**config.mk**
```make
export PLATFORM = sky130hd
export DESIGN_NAME = hgei_regs
export DESIGN_NICKNAME = d
export VERILOG_FILES = /design/src/hdl/hgei_pkg.sv /design/src/hdl/hgei_sync.sv /design/src/hdl/hgei_regs.sv
export VERILOG_INCLUDE_DIRS = /design/src /design/src/hdl
export SDC_FILE = /design/constraint.sdc
export NUM_CORES = 1
export LEC_CHECK = 0
export ABC_CLOCK_PERIOD_IN_PS = 4400
export BUFFER_PORTS_ARGS = -buffer_cell sky130_fd_sc_hd__buf_2
export CAP_MARGIN = 15
export CORE_MARGIN = 8
export CORE_UTILIZATION = 60
export DETAILED_ROUTE_END_ITERATION = 12
export HOLD_SLACK_MARGIN = 0.08
export PLACE_DENSITY = 0.9
export SETUP_SLACK_MARGIN = 0.15
export SLEW_MARGIN = 20
export SYNTH_ARGS = -nofsm -noshare
export SYNTH_HDL_FRONTEND = slang
export SYNTH_SLANG_ARGS = --single-unit
```
**constraint.sdc**
```tcl
create_clock -name sys_clk -period 4.4 [get_ports sys_clk]
set_input_delay 0.22 -clock sys_clk [delete_from_list [all_inputs] [get_ports sys_clk]]
set_output_delay 0.22 -clock sys_clk [all_outputs]
set_load 0.01 [all_outputs]
```
**src/hdl/hgei_defines.svh**
```systemverilog
`ifndef HGEI_DEFINES_SVH
`define HGEI_DEFINES_SVH

// host-side register offsets
`define HGEI_OFS_SELECT   8'h28
`define HGEI_OFS_READBACK 8'h29
`define HGEI_OFS_MAILBOX  8'h2a
`define HGEI_OFS_FW_STAT  8'h30
`define HGEI_OFS_FW_EN    8'h31
`define HGEI_OFS_PWR      8'h32
`define HGEI_OFS_INTR     8'h34

// reset values
`define HGEI_RST_SELECT   6'h00
`define HGEI_RST_MAILBOX  8'hff
`define HGEI_RST_FW       8'h00
`define HGEI_RST_BYTE     8'h00

// mailbox idle marker written back by the controller
`define HGEI_MBOX_IDLE    8'hff

// select value that picks no pin, and the select value of the last pin
`define HGEI_SEL_HOLE     31
`define HGEI_SEL_LAST     57

// field positions
`define HGEI_PIN_BIT      0
`define HGEI_PWR_BIT      7
`define HGEI_LATCH_BIT    0
`define HGEI_LIVE_BIT     1
`define HGEI_SEL_MSB      5

// cycles after system reset before chassis edges count; four fill the
// chain, one more lets the previous-level tracker catch up, else a high
// switch at release would look like an edge and set the kept latch
`define HGEI_SETTLE_CYC   3'd5

`endif

```
**src/hdl/hgei_pkg.sv**
```systemverilog
package hgei_pkg;
  // one host register byte
  typedef logic [7:0] hgei_byte_t;
  // pin select field
  typedef logic [5:0] hgei_sel_t;
endpackage

```
**src/hdl/hgei_sync.sv**
```systemverilog
`timescale 1ns/1ps
// three-stage input synchroniser; output moves when stages two and
// three agree, which filters a one-cycle glitch out of stage two
module hgei_sync
  import hgei_pkg::*;
#(
  parameter int WIDTH = 1
) (
  input  wire logic             sys_clk,
  input  wire logic             rst_b,
  input  wire logic             clk_en,
  input  wire logic [WIDTH-1:0] async_in,
  output logic      [WIDTH-1:0] sync_q
);
  logic [WIDTH-1:0] s1_q;   // metastability catcher, read by s2 only
  logic [WIDTH-1:0] s2_q;
  logic [WIDTH-1:0] s3_q;
  logic [WIDTH-1:0] sync_d;

  // per bit: take the new level only once two stages agree
  for (genvar i = 0; i < WIDTH; i++) begin : g_bit
    assign sync_d[i] = (s2_q[i] == s3_q[i]) ? s3_q[i] : sync_q[i];
  end

  // register the chain
  always_ff @(posedge sys_clk or negedge rst_b) begin
    if (!rst_b) begin
      s1_q   <= '0;
      s2_q   <= '0;
      s3_q   <= '0;
      sync_q <= '0;
    end else if (clk_en) begin
      s1_q   <= async_in;
      s2_q   <= s1_q;
      s3_q   <= s2_q;
      sync_q <= sync_d;
    end
  end
endmodule

```
**src/hdl/hgei_regs.sv**
```systemverilog
`timescale 1ns/1ps
`include "hgei_defines.svh"
module hgei_regs
  import hgei_pkg::*;
#(
  parameter int PIN_COUNT = 58,
  parameter int EN1_W     = 32
) (
  input  wire logic                   sys_clk,
  input  wire logic                   rst_b,
  input  wire logic                   vbat_por_b,
  input  wire logic                   clk_en,
  input  wire hgei_byte_t             host_addr,
  input  wire logic                   host_wr_stb,
  input  wire logic                   host_rd_stb,
  input  wire hgei_byte_t             host_wdata,
  output hgei_byte_t                  host_rdata_q,
  output logic                        host_rvalid_q,
  input  wire logic [PIN_COUNT-1:0]   gpio_pins,
  input  wire logic [EN1_W-1:0]       ec_access_en1,
  input  wire logic [PIN_COUNT-EN1_W-1:0] ec_access_en2,
  input  wire logic                   ec_mbox_wr,
  input  wire hgei_byte_t             ec_mbox_wdata,
  input  wire logic                   ec_req_clr,
  input  wire logic                   ec_req_irq_en,
  input  wire hgei_byte_t             ec_fw_set,
  input  wire logic                   ec_fw_clr_dis,
  input  wire logic                   supply_good_in,
  input  wire logic                   sleep_s3_n,
  input  wire logic                   chassis_pin,
  output hgei_sel_t                   pin_select_q,
  output hgei_byte_t                  pin_write_mailbox_q,
  output logic                        pin_write_req_q,
  output logic                        ec_irq_q,
  output hgei_byte_t                  fw_event_status_q,
  output hgei_byte_t                  fw_event_enable_q,
  output logic                        fw_event_summary_q
);
  localparam int SW = PIN_COUNT + 3;   // pins plus supply, sleep and chassis pins
  logic [SW-1:0]        sync_all;      // synchronised pin levels
  logic [PIN_COUNT-1:0] pin_lvl;       // synchronised gpio pins
  logic                 supply_s;      // synchronised supply good
  logic                 sleep_s;       // synchronised sleep-s3
  logic                 chassis_s;     // synchronised chassis switch
  logic [PIN_COUNT-1:0] access_en;     // joined per-pin enables
  logic [PIN_COUNT-1:0] sel_hit;       // one-hot select decode
  logic                 pin_ok;        // selected pin exists, enabled
  logic                 pin_val;       // gated level of that pin
  // host strobes decoded per register
  logic wr_sel, wr_mbox, wr_fwst, wr_fwen, wr_intr;
  // host-visible group, loaded by system reset (mailbox set to ff, rest cleared)
  hgei_sel_t  pin_select_d;
  hgei_byte_t pin_write_mailbox_d;
  logic       pin_write_req_d;
  logic       ec_irq_d;
  hgei_byte_t fw_event_status_d;
  hgei_byte_t fw_event_enable_d;
  logic       fw_event_summary_d;
  hgei_byte_t host_rdata_d;
  logic       host_rvalid_d;
  // battery-backed group, loaded by battery reset only (state cleared, latch set)
  logic last_supply_state_q, last_supply_state_d;
  logic chassis_latch_q,     chassis_latch_d;
  // edge trackers, cleared by system reset
  logic       supply_prev_q, supply_prev_d;
  logic       chassis_prev_q, chassis_prev_d;
  logic [2:0] settle_q, settle_d;      // arms chassis edge detect
  logic       supply_fall;
  logic       chassis_edge;
  // all outside levels pass the three-stage chain
  hgei_sync #(.WIDTH(SW)) u_sync (
    .sys_clk  (sys_clk),
    .rst_b    (rst_b),
    .clk_en   (clk_en),
    .async_in ({chassis_pin, sleep_s3_n, supply_good_in, gpio_pins}),
    .sync_q   (sync_all)
  );

  assign pin_lvl   = sync_all[PIN_COUNT-1:0];
  assign supply_s  = sync_all[PIN_COUNT];
  assign sleep_s   = sync_all[PIN_COUNT+1];
  assign chassis_s = sync_all[PIN_COUNT+2];
  // first word covers selects 0-31, second 32 up
  assign access_en = {ec_access_en2, ec_access_en1};
  // decode: select value equals pin index, 31 is a hole
  for (genvar i = 0; i < PIN_COUNT; i++) begin : g_sel
    if (i == `HGEI_SEL_HOLE) begin : g_hole
      assign sel_hit[i] = 1'b0;
    end else begin : g_pin
      assign sel_hit[i] = (pin_select_q == 6'(i)) &&
                          access_en[i];
    end
  end
  // values above the last pin never match a decode bit
  assign pin_ok  = |sel_hit;
  assign pin_val = |(sel_hit & pin_lvl);
  // host write decode
  assign wr_sel  = host_wr_stb && (host_addr == `HGEI_OFS_SELECT);
  assign wr_mbox = host_wr_stb && (host_addr == `HGEI_OFS_MAILBOX);
  assign wr_fwst = host_wr_stb && (host_addr == `HGEI_OFS_FW_STAT);
  assign wr_fwen = host_wr_stb && (host_addr == `HGEI_OFS_FW_EN);
  assign wr_intr = host_wr_stb && (host_addr == `HGEI_OFS_INTR);
  assign supply_fall  = supply_prev_q && !supply_s;
  assign chassis_edge = (settle_q == `HGEI_SETTLE_CYC) &&
                        (chassis_prev_q != chassis_s);
  // next state of the host-visible group
  always_comb begin
    pin_select_d        = pin_select_q;
    pin_write_mailbox_d = pin_write_mailbox_q;
    pin_write_req_d     = pin_write_req_q;
    fw_event_status_d   = fw_event_status_q;
    fw_event_enable_d   = fw_event_enable_q;
    // host writes land even when the mailbox is busy; the host is
    // expected to wait for the idle marker
    if (wr_sel) begin
      pin_select_d = host_wdata[`HGEI_SEL_MSB:0];
    end
    // controller idle marker; a host write in the same cycle wins
    if (ec_mbox_wr) begin
      pin_write_mailbox_d = ec_mbox_wdata;
    end
    if (wr_mbox) begin
      pin_write_mailbox_d = host_wdata;
    end
    // request flag: a set in the clearing cycle is kept
    if (ec_req_clr) begin
      pin_write_req_d = 1'b0;
    end
    if (wr_mbox && pin_ok) begin
      pin_write_req_d = 1'b1;
    end
    ec_irq_d = pin_write_req_d && ec_req_irq_en;
    // write-one-to-clear unless the controller blocks it
    if (wr_fwst && !ec_fw_clr_dis) begin
      fw_event_status_d = fw_event_status_d & ~host_wdata;
    end
    fw_event_status_d = fw_event_status_d | ec_fw_set;
    if (wr_fwen) begin
      fw_event_enable_d = host_wdata;
    end
    fw_event_summary_d = |(fw_event_status_d &
                           fw_event_enable_d);
    // read mux; reserved bits and unmapped offsets read zero
    host_rvalid_d = host_rd_stb;
    host_rdata_d  = `HGEI_RST_BYTE;
    if (host_rd_stb) begin
      unique case (host_addr)
        `HGEI_OFS_SELECT:   host_rdata_d[`HGEI_SEL_MSB:0] = pin_select_q;
        `HGEI_OFS_READBACK: host_rdata_d[`HGEI_PIN_BIT] = pin_val;
        `HGEI_OFS_MAILBOX:  host_rdata_d = pin_write_mailbox_q;
        `HGEI_OFS_FW_STAT:  host_rdata_d = fw_event_status_q;
        `HGEI_OFS_FW_EN:    host_rdata_d = fw_event_enable_q;
        `HGEI_OFS_PWR: begin
          host_rdata_d[`HGEI_PWR_BIT] = last_supply_state_q;
        end
        `HGEI_OFS_INTR: begin
          host_rdata_d[`HGEI_LIVE_BIT]  = chassis_s;
          host_rdata_d[`HGEI_LATCH_BIT] = chassis_latch_q;
        end
        default:            host_rdata_d = `HGEI_RST_BYTE;
      endcase
    end
  end

  // register the host-visible group
  always_ff @(posedge sys_clk or negedge rst_b) begin
    if (!rst_b) begin
      pin_select_q        <= `HGEI_RST_SELECT;
      pin_write_mailbox_q <= `HGEI_RST_MAILBOX;
      pin_write_req_q     <= 1'b0;
      ec_irq_q            <= 1'b0;
      fw_event_status_q   <= `HGEI_RST_FW;
      fw_event_enable_q   <= `HGEI_RST_FW;
      fw_event_summary_q  <= 1'b0;
      host_rdata_q        <= `HGEI_RST_BYTE;
      host_rvalid_q       <= 1'b0;
    end else if (clk_en) begin
      pin_select_q        <= pin_select_d;
      pin_write_mailbox_q <= pin_write_mailbox_d;
      pin_write_req_q     <= pin_write_req_d;
      ec_irq_q            <= ec_irq_d;
      fw_event_status_q   <= fw_event_status_d;
      fw_event_enable_q   <= fw_event_enable_d;
      fw_event_summary_q  <= fw_event_summary_d;
      host_rdata_q        <= host_rdata_d;
      host_rvalid_q       <= host_rvalid_d;
    end
  end

  // next state of the edge trackers
  always_comb begin
    supply_prev_d  = supply_s;
    chassis_prev_d = chassis_s;
    // wait for the chain to fill so the reset level is no edge
    settle_d = (settle_q == `HGEI_SETTLE_CYC) ? settle_q
                                              : settle_q + 3'd1;
  end

  // register the edge trackers
  always_ff @(posedge sys_clk or negedge rst_b) begin
    if (!rst_b) begin
      supply_prev_q  <= 1'b0;
      chassis_prev_q <= 1'b0;
      settle_q       <= 3'd0;
    end else if (clk_en) begin
      supply_prev_q  <= supply_prev_d;
      chassis_prev_q <= chassis_prev_d;
      settle_q       <= settle_d;
    end
  end

  // next state of the battery-backed group
  always_comb begin
    last_supply_state_d = last_supply_state_q;
    chassis_latch_d     = chassis_latch_q;
    if (supply_fall) begin
      last_supply_state_d = sleep_s;
    end
    // write of one clears, zero ignored, new edge wins
    if (wr_intr && host_wdata[`HGEI_LATCH_BIT]) begin
      chassis_latch_d = 1'b0;
    end
    if (chassis_edge) begin
      chassis_latch_d = 1'b1;
    end
  end

  // battery reset only; system reset leaves these alone
  always_ff @(posedge sys_clk or negedge vbat_por_b) begin
    if (!vbat_por_b) begin
      last_supply_state_q <= 1'b0;
      chassis_latch_q     <= 1'b1;
    end else if (clk_en) begin
      last_supply_state_q <= last_supply_state_d;
      chassis_latch_q     <= chassis_latch_d;
    end
  end

  // checks
  sum_flag_a: assert property (@(posedge sys_clk)
    disable iff (!rst_b || !vbat_por_b)
    $past(clk_en) |-> fw_event_summary_q ==
      |(fw_event_status_q & fw_event_enable_q))
    else $error("event summary does not match status and enable");

  host_clear_a: assert property (@(posedge sys_clk)
    disable iff (!rst_b || !vbat_por_b)
    clk_en && wr_fwst && !ec_fw_clr_dis && ec_fw_set == 8'h00
    |=> (fw_event_status_q & $past(host_wdata)) == 8'h00)
    else $error("write of one did not clear event bit");

  clear_block_a: assert property (@(posedge sys_clk)
    disable iff (!rst_b || !vbat_por_b)
    clk_en && wr_fwst && ec_fw_clr_dis
    |=> fw_event_status_q ==
      ($past(fw_event_status_q) | $past(ec_fw_set)))
    else $error("blocked clear still changed event bits");

  ctrl_set_a: assert property (@(posedge sys_clk)
    disable iff (!rst_b || !vbat_por_b)
    clk_en && ec_fw_set != 8'h00
    |=> (fw_event_status_q & $past(ec_fw_set)) == $past(ec_fw_set))
    else $error("controller set of event bit lost");

  mbox_req_a: assert property (@(posedge sys_clk)
    disable iff (!rst_b || !vbat_por_b)
    clk_en && wr_mbox && pin_ok |=> pin_write_req_q ##0
      (ec_irq_q == ec_req_irq_en || !$past(ec_req_irq_en)))
    else $error("enabled mailbox write raised no request");

  mbox_noreq_a: assert property (@(posedge sys_clk)
    disable iff (!rst_b || !vbat_por_b)
    clk_en && wr_mbox && !pin_ok && !pin_write_req_q
    |=> !pin_write_req_q)
    else $error("disabled pin write raised a request");

  read_pin_a: assert property (@(posedge sys_clk)
    disable iff (!rst_b || !vbat_por_b)
    clk_en && host_rd_stb && host_addr == `HGEI_OFS_READBACK
    |=> host_rvalid_q && host_rdata_q == {7'h00, $past(pin_val)})
    else $error("readback byte wrong");

  supply_cap_a: assert property (@(posedge sys_clk)
    disable iff (!rst_b || !vbat_por_b)
    clk_en && supply_fall |=> last_supply_state_q == $past(sleep_s))
    else $error("supply fall did not capture sleep level");

  intr_set_a: assert property (@(posedge sys_clk)
    disable iff (!rst_b || !vbat_por_b)
    clk_en && chassis_edge |=> chassis_latch_q)
    else $error("chassis edge did not set latch");

  intr_keep_a: assert property (@(posedge sys_clk)
    disable iff (!rst_b || !vbat_por_b)
    chassis_latch_q && !(clk_en && wr_intr &&
      host_wdata[`HGEI_LATCH_BIT]) |=> chassis_latch_q)
    else $error("latch cleared without a write of one");

  live_level_a: assert property (@(posedge sys_clk)
    disable iff (!rst_b || !vbat_por_b)
    clk_en && host_rd_stb && host_addr == `HGEI_OFS_INTR
    |=> host_rdata_q[`HGEI_LIVE_BIT] == $past(chassis_s))
    else $error("intrusion read shows wrong live level");

  mbox_cycle_c: cover property (@(posedge sys_clk)
    disable iff (!rst_b || !vbat_por_b)
    wr_mbox && pin_ok ##[1:20] ec_mbox_wr);
  fw_event_c: cover property (@(posedge sys_clk)
    disable iff (!rst_b || !vbat_por_b)
    fw_event_summary_q ##[1:20] !fw_event_summary_q);
  supply_fall_c: cover property (@(posedge sys_clk)
    disable iff (!rst_b || !vbat_por_b)
    supply_fall && sleep_s);
  intrusion_c: cover property (@(posedge sys_clk)
    disable iff (!rst_b || !vbat_por_b)
    chassis_edge ##[1:20] !chassis_latch_q);
endmodule

```
==> results.sh <==
export IMPL_status="finished, final reports clean"
export IMPL_layout_common_cells="dfrtp_1, o21ai_0, buf_2"
export IMPL_grt_pass1_vias=11443
export IMPL_crit_path_max_fanout=16
export IMPL_die_w_um=163
export IMPL_grt_util_met3_pct=6.62
export IMPL_min_path_type="primary input to flop"
export IMPL_synth_area_per_cell_um2=10.7
export IMPL_setup_tns_ns=0
export IMPL_clk_latency_ns=0.55
export IMPL_synthAdderAreaFrac_pct=0.193
export IMPL_post_route_util_pct=77.1
export IMPL_period_needed_ns=3.60
export IMPL_final_net_count=1660
export IMPL_synth_top_family_by_area="compound AO/OA/AOI/OAI gates"
export IMPL_synthToLayoutAreaGrowth_pct=25.5
export IMPL_drc=0
export IMPL_synth_simple_area_share_pct=9.70
export IMPL_finalNonFillerCells=1797
export IMPL_fin_crit_sh_pct=81.9
export IMPL_critPathBufInv=4
export IMPL_slowest_stage="dfrtp_1"
export IMPL_cp_data_arrival_time_ns=4.03
export IMPL_path_delay_family="buffers and inverters"
export IMPL_rows=53
export IMPL_worst_path_most_repeated_cell="buf_4"
export IMPL_cts_htree_levels=1
export IMPL_max_stage_delay_ns=0.74
export IMPL_dieArea_um2=26600
export IMPL_clock_tree_buffer_depth=3
export IMPL_slew_violations=0
export IMPL_path_depth=10
export IMPL_postSynthNetCount=1378
export IMPL_slew_headroom_pct=23.1
export IMPL_timing_fmax_mhz=277
export IMPL_overflow=0
export IMPL_worstPathRequired_ns=4.82
export IMPL_synth_area_um2=13000
export IMPL_finalPower_uw=7260
export IMPL_routedWlPerCell_um=23.0
export IMPL_drive_gt1_share_pct=28.0
export IMPL_gr_usage_met2_pct=54.0
export IMPL_dieHeight_um=163
export IMPL_start_kind="flop"
export IMPL_drtAntennaViolNets=0
export IMPL_cp_cell_sequence="buf_4 > nor4b_1 > buf_4 > a32o_1 > a2111oi_0 > nand4_1 > nor4_1 > buf_4 > o31ai_1 > dlygate4sd3_1"
export IMPL_clk_pin_slew_ns=0.06
export IMPL_num_vias=11063
export IMPL_grt_util_all_layers_pct=30.8
export IMPL_wl_um=41400
export IMPL_drtPass1Iterations=6
export IMPL_worst_ir_drop_vdd_mv=0.358
export IMPL_r2r_start="pin_select_q[1]"
export IMPL_cts_tree="yes"
export IMPL_pin_count=203
export IMPL_setup_violations=0
export IMPL_synth_ff_type="dfrtp_1"
export IMPL_r2r_end="ec_irq_q"
export IMPL_viasPerCell=6.16
export IMPL_synth_area_mux_share_pct=13.0
export IMPL_yosys_cell_types_count=63
export IMPL_powerDensity_nw_per_um2=446
export IMPL_end_kind="flop"
export IMPL_crit_start="pin_select_q[1]"
export IMPL_synth_edf_count=0
export IMPL_crit_path_end="ec_irq_q"
export IMPL_grt_max_degree=178
export IMPL_cts_sinks=289
export IMPL_antenna_found_initial=7
export IMPL_gp_congestion=0.934
export IMPL_power_leakage_uw=0.00733
export IMPL_skew_ns=0.0121
export IMPL_synth_xor_area_share_pct=0.135
export IMPL_maxCapViolCount=0
export IMPL_core_area_um2=21100
export IMPL_layout_commonest_cell="dfrtp_1"
export IMPL_synth_compound_area_share_pct=16.7
export IMPL_place_inst=1633
export IMPL_r2r_cells=10
export IMPL_worst_pin_slew_ns=1.14
export IMPL_drtIter0Drc=931
export IMPL_root_buffer="clkbuf_16"
export IMPL_port_buffers=200
export IMPL_crit_type="flop to flop"
export IMPL_initial_utilization_pct=61.4
export IMPL_synth_warnings=0
export IMPL_syn_inst=1215
export IMPL_synth_seq_cells=289
export IMPL_yosysSeqAreaShare_pct=55.9
export IMPL_rsz0062_at_grt="false"
export IMPL_grt_first_pass_wirelength_um=64500
export IMPL_dp_hpwl_um=26900
export IMPL_synth_async_reset_ratio_pct=100
export IMPL_grt_busiest_layer="met2"
export IMPL_r2r_slack_ns=0.80
export IMPL_cts_buffers=29
export IMPL_hold_violations=0
export IMPL_hold_worst_slack_ns=0.110
export IMPL_gr_usage_met1_pct=36.8
-- per-layer routing --
metal / part of all wire [%] / vias to the layer above
met5: 0.085 / -
met4: 3.4 / 6
met3: 8.6 / 107
met2: 51 / 549
met1: 37 / 5472
li1: - / 4929
-- flip-flops by register name, summed over array words and instances (netlist names), 6 cells and up --
name and cells:
host_rdata_q 8, pin_write_mailbox_q 8, u_sync.s3_q 60, pin_select_q 6
u_sync.s1_q 60, fw_event_enable_q 8, fw_event_status_q 8, u_sync.s2_q 60
u_sync.sync_q 60
-- stage by stage --
step | instance area [um^2] | setup WS, ns
after floorplan | 13000 | 2.18
after global placement | 14200 | 1.48
after detailed placement | 14200 | 1.46
after CTS | 16200 | 0.974
after global routing | 16300 | 0.697
final | 16300 | 0.795
-- timing repair --
| item | in CTS | in global routing |
|---|---|---|
| endpoints found under the hold margin | 232 | 0 |
| setup buffers | 0 | 0 |
| hold buffers | 107 | 0 |
| gates resized for setup | 0 | 0 |
-- worst register-to-register path, delay by kind of cell (launching register included) --
kind                   cells  cell delay [ns]
buffers and inverters      4             1.29
AOI/OAI and AO/OA          3             0.87
DFF                        1             0.74
and+or+nand+nor            3             0.58
-- power by group --
part	switching, uW	internal [uW]
sequential	460	3170
combinational	590	523
clock	1020	1490
total	2070	5190
-- Yosys cell counts, drive strengths merged (3+ instances only) --
library cell	instances	area [um^2]
o31ai	4	30.0
a32o	4	40.0
nand3	43	215
nor4	3	18.8
and3	7	43.8
nand4	17	106
o21ai	202	1010
and2	3	18.8
inv	71	267
nor2	16	60.1
nor4b	4	50.1
a22o	14	123
dfrtp	280	7010
a21oi	88	440
nand2	120	455
nor4bb	5	50.1
mux2i	9	90.1
a22oi	13	97.6
o211ai	5	37.5
a222oi	5	50.1
dfstp	9	236
a31oi	8	50.1
nor2b	6	37.5
buf	10	57.6
a221oi	3	26.3
o22ai	12	75.1
a211oi	3	27.5
clkbuf	65	244
and4bb	3	37.5
mux2	141	1590
and4b	5	51.3
nor3b	4	30.0
-- worst min-delay path by stage --
stage                start                   to  slack (ns)  cells after the start
4_1_cts        host_rd_stb      host_rdata_q[7]        0.12                      3
3_5_place_dp    vbat_por_b  last_supply_state_q        0.01                      1
2_1_floorplan        rst_b       chassis_prev_q       -0.08                      0
6_report       host_rd_stb      host_rdata_q[7]        0.11                      3
3_3_place_gp    vbat_por_b  last_supply_state_q        0.01                      1
5_1_grt        host_rd_stb      host_rdata_q[7]        0.15                      3
-- logic make-up (layout without fill, tap and decap cells) --
| kind of cell | count (synthesis) | after routing |
|---|---|---|
| other | 0 | 6 |
| XOR/XNOR | 2 | 2 |
| flip-flops | 289 | 289 |
| buffers and inverters | 146 | 447 |
| adder cells (fa/ha/maj) | 2 | 2 |
| AO/OA/AOI/OAI | 379 | 379 |
| AND/OR/NAND/NOR | 247 | 247 |
| multiplexers | 150 | 150 |
-- layout make-up --
cell class                      instances  area, um^2
Antenna cell                            6        15.0
Clock buffer                           42         845
Inverter                               71         267
Sequential cell                       289        7240
Fill cell                            1344        4830
Tap cell                              275         344
Multi-Input combinational cell        780        5140
Timing Repair Buffer                  326        2280
Clock inverter                          8         118
Power figures use the tool's default switching activity.
